[config.mk]
export PLATFORM = sky130hd
export DESIGN_NAME = spi_serial_port
export DESIGN_NICKNAME = d
export VERILOG_FILES = /design/src/hw/spi_port_pkg.sv /design/src/hw/spi_rate_gen.sv /design/src/hw/spi_serial_port.sv
export VERILOG_INCLUDE_DIRS = /design/src /design/src/hw
export SDC_FILE = /design/constraint.sdc
export NUM_CORES = 1
export LEC_CHECK = 0
export ABC_AREA = 1
export BUFFER_PORTS_ARGS = -buffer_cell sky130_fd_sc_hd__buf_2
export CAP_MARGIN = 20
export CORE_AREA = 2 2 82 84
export CTS_BUF_LIST = sky130_fd_sc_hd__clkbuf_8
export DETAILED_ROUTE_END_ITERATION = 10
export DIE_AREA = 0 0 84 86
export PLACE_DENSITY_LB_ADDON = 0.2
export SYNTH_ARGS = -nofsm -noshare
export SYNTH_HDL_FRONTEND = slang
export SYNTH_SLANG_ARGS = --single-unit
[constraint.sdc]
create_clock -name pclk -period 2.6 [get_ports pclk]
set_input_delay 0.13 -clock pclk [delete_from_list [all_inputs] [get_ports pclk]]
set_output_delay 0.13 -clock pclk [all_outputs]
set_load 0.02 [all_outputs]
[src/hw/spi_port_defines.svh]
`ifndef SPI_PORT_DEFINES_SVH
`define SPI_PORT_DEFINES_SVH

// APB byte addresses
`define ADDR_CTRL       8'h00
`define ADDR_STATUS     8'h04
`define ADDR_BUFFER     8'h08
`define ADDR_AUX        8'h0C

// Control register one fields
`define CTRL_COLLIDE    7
`define CTRL_OV         6
`define CTRL_EN         5
`define CTRL_IDLE_POL   4
`define CTRL_RST        8'h00

// Status register fields
`define STAT_PHASE      7
`define STAT_CKE        6
`define STAT_FULL       0
`define STAT_RST        8'h00

// Auxiliary register fields
`define AUX_DONE        0
`define AUX_SDO_DRV     1
`define AUX_SCK_PIN     2
`define AUX_BUSY        3

// Mode select codes
`define MODE_MST_DIV4   4'h0
`define MODE_MST_DIV16  4'h1
`define MODE_MST_DIV64  4'h2
`define MODE_MST_TMR    4'h3
`define MODE_SLV_SS     4'h4
`define MODE_SLV_NOSS   4'h5

// Rate select (low mode bits) and half-bit terminal counts in pclk cycles
`define RATE_DIV4       2'h0
`define RATE_DIV16      2'h1
`define RATE_TMR        2'h3
`define HALF_DIV4       5'h01
`define HALF_DIV16      5'h07
`define HALF_DIV64      5'h1F

// Word framing
`define LAST_EDGE       4'hF
`define LAST_BIT        3'h7

`endif

[src/hw/spi_port_pkg.sv]
package spi_port_pkg;

	typedef struct packed {
		logic       write_collision_flag;
		logic       ov;
		logic       en;
		logic       clock_idle_polarity;
		logic [3:0] mode;
	} ctrl_t;

	typedef struct packed {
		logic sck;
		logic sdi;
		logic ss_n;
	} pin_in_t;

	typedef struct packed {
		logic sck;
		logic sck_oe;
		logic sdo;
		logic sdo_oe;
	} pin_out_t;

	typedef enum logic {
		MST_IDLE,
		MST_SHIFT
	} mst_state_t;

endpackage

[src/hw/spi_rate_gen.sv]
`timescale 1ns/1ps
`include "spi_port_defines.svh"

module spi_rate_gen (
	input  wire logic       pclk,
	input  wire logic       presetn,
	input  wire logic       run,
	input  wire logic [1:0] rate_sel,
	input  wire logic       timer_two_output,
	output logic            half_tick
);

	logic [4:0] cnt_ff;
	logic [4:0] nxt_cnt;
	logic [4:0] terminal;
	logic       cnt_hit;

	assign terminal = (rate_sel == `RATE_DIV4)  ? `HALF_DIV4 :
	                  (rate_sel == `RATE_DIV16) ? `HALF_DIV16 : `HALF_DIV64;
	assign cnt_hit  = (cnt_ff == terminal);
	assign nxt_cnt  = (!run || cnt_hit) ? 5'h00 : cnt_ff + 5'h01;

	// Each timer pulse is half a bit, so the bit rate is the timer rate over two
	assign half_tick = run && ((rate_sel == `RATE_TMR) ? timer_two_output : cnt_hit);

	always_ff @(posedge pclk or negedge presetn)
	begin
		if (!presetn)
			cnt_ff <= 5'h00;
		else
			cnt_ff <= nxt_cnt;
	end

endmodule

[src/hw/spi_serial_port.sv]
// Local design decisions: the APB slave port and the address map.
`timescale 1ns/1ps
`include "spi_port_defines.svh"

module spi_serial_port (
	input  wire logic                     pclk,
	input  wire logic                     presetn,
	input  wire logic                     psel,
	input  wire logic                     penable,
	input  wire logic                     pwrite,
	input  wire logic [7:0]               paddr,
	input  wire logic [31:0]              pwdata,
	output logic [31:0]                   prdata,
	output logic                          pready,
	output logic                          pslverr,
	input  wire spi_port_pkg::pin_in_t    pins_in,
	input  wire logic                     timer_two_output,
	output spi_port_pkg::pin_out_t        pins_out,
	output logic                          transfer_done_irq_flag,
	output logic                          wake_request
);

	function automatic logic is_master_mode(input logic [3:0] m);
		is_master_mode = (m[3:2] == 2'b00);
	endfunction

	function automatic logic is_slave_mode(input logic [3:0] m);
		is_slave_mode = (m == `MODE_SLV_SS) || (m == `MODE_SLV_NOSS);
	endfunction

	spi_port_pkg::ctrl_t      ctrl_ff;
	spi_port_pkg::ctrl_t      nxt_ctrl;
	spi_port_pkg::pin_in_t    sync1_ff;
	spi_port_pkg::pin_in_t    sync2_ff;
	spi_port_pkg::pin_out_t   pins_ff;
	spi_port_pkg::pin_out_t   nxt_pins;
	spi_port_pkg::mst_state_t state_ff;
	spi_port_pkg::mst_state_t nxt_state;

	logic        sample_phase_ff;
	logic        cke_ff;
	logic        buffer_full_ff;
	logic        nxt_buffer_full;
	logic        done_ff;
	logic        nxt_done;
	logic        sdo_drv_ff;
	logic        wake_ff;
	logic [7:0]  buf_ff;
	logic [7:0]  nxt_buf;
	logic [7:0]  sh_ff;
	logic [7:0]  nxt_sh;
	logic        latch_ff;
	logic [3:0]  edge_ff;
	logic [2:0]  bits_ff;
	logic        sck_prev_ff;
	logic [31:0] prdata_ff;
	logic [31:0] rd_data;
	logic        pready_ff;
	logic        pslverr_ff;

	// Bus decode
	logic setup;
	logic acc;
	logic wr_acc;
	logic rd_acc;
	logic hit_ctrl;
	logic hit_stat;
	logic hit_buf;
	logic hit_aux;
	logic mapped;
	logic wr_ctrl;
	logic wr_stat;
	logic wr_buf;
	logic wr_aux;
	logic rd_buf;

	assign setup    = psel && !penable;
	assign acc      = psel && penable && pready_ff;
	assign wr_acc   = acc && pwrite;
	assign rd_acc   = acc && !pwrite;
	assign hit_ctrl = (paddr == `ADDR_CTRL);
	assign hit_stat = (paddr == `ADDR_STATUS);
	assign hit_buf  = (paddr == `ADDR_BUFFER);
	assign hit_aux  = (paddr == `ADDR_AUX);
	assign mapped   = hit_ctrl || hit_stat || hit_buf || hit_aux;
	assign wr_ctrl  = wr_acc && hit_ctrl;
	assign wr_stat  = wr_acc && hit_stat;
	assign wr_buf   = wr_acc && hit_buf;
	assign wr_aux   = wr_acc && hit_aux;
	assign rd_buf   = rd_acc && hit_buf;

	// Mode decode
	logic master;
	logic slave;
	logic slave_ss;
	logic active;
	logic ss_reset;
	logic eng_clr;
	logic busy;
	logic mst_run;

	assign master   = ctrl_ff.en && is_master_mode(ctrl_ff.mode);
	assign slave    = ctrl_ff.en && is_slave_mode(ctrl_ff.mode);
	assign slave_ss = slave && (ctrl_ff.mode == `MODE_SLV_SS);
	assign active   = master || slave;
	assign ss_reset = slave_ss && sync2_ff.ss_n;
	assign eng_clr  = !active || ss_reset;
	assign mst_run  = master && (state_ff == spi_port_pkg::MST_SHIFT);
	assign busy     = mst_run || (slave && (edge_ff != 4'h0));

	// Bit timing
	logic half_tick;

	spi_rate_gen u_rate (
		.pclk             (pclk),
		.presetn          (presetn),
		.run              (mst_run),
		.rate_sel         (ctrl_ff.mode[1:0]),
		.timer_two_output (timer_two_output),
		.half_tick        (half_tick)
	);

	// Edge events; slave clock passes the two-stage synchroniser first
	logic m_edge;
	logic s_edge;
	logic ev;
	logic is_lead;
	logic out_edge;
	logic shift_out;
	logic phase_eff;
	logic sample;
	logic complete;
	logic [7:0] rx_byte;

	assign m_edge   = mst_run && half_tick;
	assign s_edge   = slave && !ss_reset && (sync2_ff.sck != sck_prev_ff);
	assign ev       = m_edge || s_edge;
	// Slave judges edge sense from the level, so a missed edge does not flip it
	assign is_lead  = master ? !edge_ff[0] : (sync2_ff.sck != ctrl_ff.clock_idle_polarity);
	assign out_edge = ev && (cke_ff ? !is_lead : is_lead);
	// First leading edge with edge select clear only starts the MSB already shown
	assign shift_out = out_edge && (cke_ff || (edge_ff != 4'h0));
	// Sample phase is a master-only option
	assign phase_eff = sample_phase_ff && master;
	assign sample   = phase_eff ?
	                  ((out_edge && (edge_ff != 4'h0)) || (ev && edge_ff == `LAST_EDGE)) :
	                  (ev && !out_edge);
	assign complete = sample && (bits_ff == `LAST_BIT);
	assign rx_byte  = {sh_ff[6:0], sync2_ff.sdi};

	// Shift register: buffer write loads it, samples enter at the LSB
	always_comb
	begin
		nxt_sh = sh_ff;
		if (wr_buf && !busy)
			nxt_sh = pwdata[7:0];
		else if (shift_out && sample)
			nxt_sh = rx_byte;
		else if (shift_out)
			nxt_sh = {sh_ff[6:0], latch_ff};
	end

	always_ff @(posedge pclk or negedge presetn)
	begin
		if (!presetn)
			sh_ff <= 8'h00;
		else
			sh_ff <= nxt_sh;
	end

	always_ff @(posedge pclk or negedge presetn)
	begin
		if (!presetn)
			latch_ff <= 1'b0;
		else if (sample)
			latch_ff <= sync2_ff.sdi;
	end

	// Edge and bit counters
	always_ff @(posedge pclk or negedge presetn)
	begin
		if (!presetn)
		begin
			edge_ff <= 4'h0;
			bits_ff <= 3'h0;
		end
		else if (eng_clr)
		begin
			edge_ff <= 4'h0;
			bits_ff <= 3'h0;
		end
		else
		begin
			edge_ff <= edge_ff + {3'h0, ev};
			bits_ff <= bits_ff + {2'h0, sample};
		end
	end

	// Master sequencer
	always_comb
	begin
		nxt_state = state_ff;
		unique case (state_ff)
			spi_port_pkg::MST_IDLE:
				if (master && wr_buf)
					nxt_state = spi_port_pkg::MST_SHIFT;
			spi_port_pkg::MST_SHIFT:
				if (m_edge && edge_ff == `LAST_EDGE)
					nxt_state = spi_port_pkg::MST_IDLE;
		endcase
		if (eng_clr)
			nxt_state = spi_port_pkg::MST_IDLE;
	end

	always_ff @(posedge pclk or negedge presetn)
	begin
		if (!presetn)
			state_ff <= spi_port_pkg::MST_IDLE;
		else
			state_ff <= nxt_state;
	end

	// Buffer and flags; a hardware set beats a same-cycle software clear
	logic ovf_hit;
	logic clash_hit;

	assign clash_hit = wr_buf && busy;
	assign ovf_hit  = complete && slave && buffer_full_ff;
	assign nxt_buf  = (wr_buf && !busy) ? pwdata[7:0] :
	                  (complete && !ovf_hit) ? rx_byte : buf_ff;
	assign nxt_buffer_full = (complete && !ovf_hit) || (buffer_full_ff && !rd_buf);
	assign nxt_done = complete || (done_ff && !(wr_aux && pwdata[`AUX_DONE]));

	always_comb
	begin
		nxt_ctrl = ctrl_ff;
		if (wr_ctrl)
			nxt_ctrl = spi_port_pkg::ctrl_t'(pwdata[7:0]);
		// Only software clears these two
		nxt_ctrl.write_collision_flag = nxt_ctrl.write_collision_flag || clash_hit;
		nxt_ctrl.ov   = nxt_ctrl.ov || ovf_hit;
	end

	always_ff @(posedge pclk or negedge presetn)
	begin
		if (!presetn)
			ctrl_ff <= spi_port_pkg::ctrl_t'(`CTRL_RST);
		else
			ctrl_ff <= nxt_ctrl;
	end

	always_ff @(posedge pclk or negedge presetn)
	begin
		if (!presetn)
		begin
			buf_ff  <= 8'h00;
			buffer_full_ff <= 1'b0;
			done_ff <= 1'b0;
		end
		else
		begin
			buf_ff  <= nxt_buf;
			buffer_full_ff <= nxt_buffer_full;
			done_ff <= nxt_done;
		end
	end

	always_ff @(posedge pclk or negedge presetn)
	begin
		if (!presetn)
		begin
			sample_phase_ff <= 1'(`STAT_RST >> `STAT_PHASE);
			cke_ff     <= 1'b0;
			sdo_drv_ff <= 1'b0;
		end
		else
		begin
			if (wr_stat)
			begin
				sample_phase_ff <= pwdata[`STAT_PHASE];
				cke_ff <= pwdata[`STAT_CKE];
			end
			if (wr_aux)
				sdo_drv_ff <= pwdata[`AUX_SDO_DRV];
		end
	end

	// Wake request pulses for one pclk cycle on every slave byte, registered on pclk
	always_ff @(posedge pclk or negedge presetn)
	begin
		if (!presetn)
			wake_ff <= 1'b0;
		else
			wake_ff <= complete && slave;
	end

	// Pin synchronisers; the first stage feeds only the second
	always_ff @(posedge pclk or negedge presetn)
	begin
		if (!presetn)
		begin
			sync1_ff    <= 3'b001;
			sync2_ff    <= 3'b001;
			sck_prev_ff <= 1'b0;
		end
		else
		begin
			sync1_ff    <= pins_in;
			sync2_ff    <= sync1_ff;
			sck_prev_ff <= sync2_ff.sck;
		end
	end

	// Pin drive; nothing drives while the port is disabled
	always_comb
	begin
		nxt_pins.sck    = ctrl_ff.clock_idle_polarity ^ (mst_run && edge_ff[0]);
		nxt_pins.sck_oe = master;
		nxt_pins.sdo    = sh_ff[7];
		nxt_pins.sdo_oe = sdo_drv_ff &&
		                  (master || (slave && !slave_ss) ||
		                   (slave_ss && !sync2_ff.ss_n));
	end

	always_ff @(posedge pclk or negedge presetn)
	begin
		if (!presetn)
			pins_ff <= 4'h0;
		else
			pins_ff <= nxt_pins;
	end

	// Read data is captured in the setup cycle, so the slave never waits
	always_comb
	begin
		rd_data = 32'h0000_0000;
		if (hit_ctrl)
			rd_data = {24'h00_0000, ctrl_ff};
		else if (hit_stat)
			rd_data = {24'h00_0000, sample_phase_ff, cke_ff, 5'h00, buffer_full_ff};
		else if (hit_buf)
			rd_data = {24'h00_0000, buf_ff};
		else if (hit_aux)
			rd_data = {28'h000_0000, busy, sync2_ff.sck, sdo_drv_ff, done_ff};
	end

	always_ff @(posedge pclk or negedge presetn)
	begin
		if (!presetn)
		begin
			prdata_ff  <= 32'h0000_0000;
			pslverr_ff <= 1'b0;
			pready_ff  <= 1'b0;
		end
		else
		begin
			pready_ff <= 1'b1;
			if (setup)
			begin
				prdata_ff  <= pwrite ? 32'h0000_0000 : rd_data;
				pslverr_ff <= !mapped;
			end
		end
	end

	assign prdata                 = prdata_ff;
	assign pready                 = pready_ff;
	assign pslverr                = pslverr_ff;
	assign pins_out               = pins_ff;
	assign transfer_done_irq_flag = done_ff;
	assign wake_request           = wake_ff;

endmodule

==> impl_metrics.tcl <==
set metrics [dict create \
    clock_latency_ns 0.35 \
    setup.worst_path.start_class "flip-flop" \
    synth_async_sr_flop_share_pct 100 \
    die_width_um 84 \
    initial_antenna_violation_count 0 \
    root_buffer "clkbuf_8" \
    place_area_sq_mm 0.00347 \
    pwr-share-seq_pct 50.4 \
    clk_path_buf_depth 2 \
    synth_edf_count 0 \
    synth_area_per_cell_sq_um 8.85 \
    cp.required_ns 2.82 \
    effective_utilization_at_floorplan_pct 52.4 \
    wire_per_inst_um 12.9 \
    setup_viol_count_final 0 \
    detail_route.iter0.violations 191 \
    sequential_cell_area_fraction_in_the_yosys_report_pct 49.5 \
    flip_flop_and_latch_count_after_synthesis 65 \
    tritoncts "built" \
    critPathKind "reg -> reg" \
    drive_above_1_share_pct 20.8 \
    p_int_w 0.00157 \
    hpwl_um 4840 \
    timing.setup.tns_ns 0 \
    maxSlewViolCount 0 \
    vias_in_the_first_global_route 2382 \
    slew_headroom_pct 42.4 \
    outcome "complete, no violations" \
    synth.largest_area_cell "dfrtp_1" \
    holdPathStages 3 \
    n_antenna_cell 0 \
    endpoint_of_the_lowest_slack_register_to_register_path "bits_ff[2]" \
    synth.yosys.warnings 0 \
    reg2reg_setup_slack_ns 0.34 \
    worstSetupEndpointType "flip-flop" \
    yosys-top-cells-count "92 x nand2_1, 63 x dfrtp_1, 39 x inv_1" \
    critical_path_arrival_ns 2.47 \
    rr_startpoint "ctrl_ff[3]" \
    drc_errors 0 \
    yosys.cell_types.count 46 \
    final_nets 477 \
    dieArea_sq_mm 0.00722 \
    htreeDepth 3 \
    cts_setup_buffers 0 \
    synth.most_common_cell "nand2_1" \
    max-vdd-ir-drop_uv 390 \
    hold_path.startpoint "pwdata[5]" \
    design.portCount 89 \
    gr_usage_total_pct 20.1 \
    final_critical_path_setup_slack_ns 0.344 \
    finalWirelength_um 6510 \
    synth_area_sq_mm 0.00329 \
    grt_first_pass_wirelength_um 11300 \
    flow.area_growth_from_synthesis_pct 13.3 \
    final_core_utilization_pct 59.4 \
    coreArea_sq_mm 0.00628 \
    netlist.area_leader.share_pct 47.9 \
    timing.final.crit_period_ns 2.26 \
    floorplan.rows 29 \
    route.antenna.remaining_nets 0 \
    finish.instance_area_sq_mm 0.00373 \
    clock_tree_sinks 65 \
    finalCritPeriodShare_pct 86.8 \
    post_synth_main_area_contributors "dfrtp_1 48%, nand2_1 10%, buf_4 5.5%, inv_1 4.4%, nand3_1 3.3%" \
    synth_ff_type "dfrtp_1" \
    grt_start_max_net_pins 39 \
    cap_violations 0 \
    slew_at_the_pin_with_the_worst_max_slew_slack_ns 0.864 \
    via_count 2451 \
    detail_route.vias_per_cell 4.85 \
    worst_clock_skew_ns 0.0145 \
    dp_slack_ns 0.360 \
    cts.repair.resized 0 \
    rsz0062_at_grt "no" \
    power_switching_w 0.000475 \
    power.static_leakage_nw 1.91 \
    p_per_area_mw_per_mm2 550 \
    whs_endpoint "ctrl_ff[5]" \
    hold_viol 0 \
    vertical_die_dimension_um 86 \
    power.switching_fraction_pct 23.2 \
    numCtsBuffers 9 \
    buffer_ports.inserted 40 \
    power.clock.fraction_pct 43.4 \
    global_route.overflow_total 0 \
    clk_transition_reported_paths_ns 0.07 \
    max_clock_freq_mhz 443 \
    power.share.combinational_pct 6.1 \
    top_fanout_value_on_the_critical_path 7 \
    reg2reg_depth 15 \
    final_replace_weighted_congestion 0.872 \
    drt_pass1_iterations 4 \
    holdCritPathClass "in -> reg" \
    synthCells 372 \
]
power by group through the flow:
stage	Sequential, W	Clock (W)	Combinational, W
after floorplan	0.00106	0	0.0000874
after global placement	0.00105	0	0.000120
after detailed placement	0.00105	0	0.000121
after CTS	0.00103	0.000908	0.000127
after global routing	0.00103	0.000942	0.000142
final	0.00103	0.000890	0.000126
final cells by class:
class / instances / area, sq um
clock buffer: 12 / 165
inverter: 47 / 179
sequential: 65 / 1630
clock inverter: 4 / 42.5
tap: 77 / 96.3
fill: 603 / 2550
timing repair buffer: 46 / 270
multi-input combinational: 254 / 1350
logic make-up (layout without fill, tap and decap cells):
family,after synthesis,after routing,synth area share [%]
and+or+nand+nor,163,163,23.1
muxes,1,1,0.342
DFF,65,65,49.5
AOI/OAI and AO/OA,53,53,10.9
other,2,25,0.228
xor gates and xnor gates,7,7,1.86
adders and majority gates,5,5,1.90
buffers and inverters,76,109,12.2
flip-flops by register name, indices dropped and copies added, names as in the netlist, 2 cells and up:
signal and flops:
sync2_ff 2, buf_ff 8, ctrl_ff 8, sh_ff 8, bits_ff 3, sync1_ff 3
pins_out 4, edge_ff 4, u_rate.cnt_ff 5, prdata 8
how the worst max path moves through the flow:
stage / from / end / slack (ns) / cells after the start
6_report: ctrl_ff[3] / bits_ff[2] / 0.34 / 15
5_1_grt: ctrl_ff[2] / bits_ff[2] / 0.11 / 15
4_1_cts: ctrl_ff[2] / bits_ff[2] / 0.34 / 15
3_5_place_dp: ctrl_ff[2] / bits_ff[2] / 0.36 / 15
3_3_place_gp: ctrl_ff[2] / bits_ff[2] / 0.45 / 15
2_1_floorplan: ctrl_ff[2] / bits_ff[2] / 0.65 / 15
critical path, cell delays in order, from the launching register on:
cell     delay (ns)
dfrtp_1        0.39
inv_2          0.09
nand3_2        0.12
inv_2          0.14
nand2_1        0.07
nand2_1        0.08
xor2_1         0.23
inv_1          0.07
nand2_1        0.06
nand2_1        0.09
nand2_1        0.14
inv_2          0.08
ha_1           0.18
ha_1           0.18
xnor2_1        0.13
nor2_1         0.06
repair_timing:
| item | 4_1_cts | 5_1_grt |
|---|---|---|
| setup endpoints to repair | 0 | 0 |
| hold endpoints to repair | 40 | 0 |
| hold buffers | 5 | 0 |
per-layer routing:
layer	track usage (%)	wire length, um	part of all wire, %
met3	4.81	365	5.6
met5	0	0	0
met2	31.1	2940	45
met4	6.60	97	1.5
met1	28.1	3100	48
stage by stage:
stage               instances  total power (W)  hold slack, ns
finish                    505          0.00205          0.0130
global route              505          0.00212          0.0269
floorplan                 395          0.00114          -0.166
CTS                       505          0.00207         0.00128
global placement          484          0.00117           0.236
detailed placement        484          0.00117           0.238
cells in the final DEF (no fill, tap or decap), types with 3 or more instances in the layout:
master	count
nand2_1	92
dfrtp_1	63
inv_1	41
buf_2	40
nor2_1	28
conb_1	25
nand3_1	22
o21ai_0	20
clkbuf_8	12
o21ai_1	8
inv_2	7
o21ai_2	5
ha_1	5
dlygate4sd3_1	5
a21oi_1	4
xor2_1	4
nor2_2	3
nand2_2	3
xnor2_1	3
No activity file was read; power rests on OpenSTA's default activity.
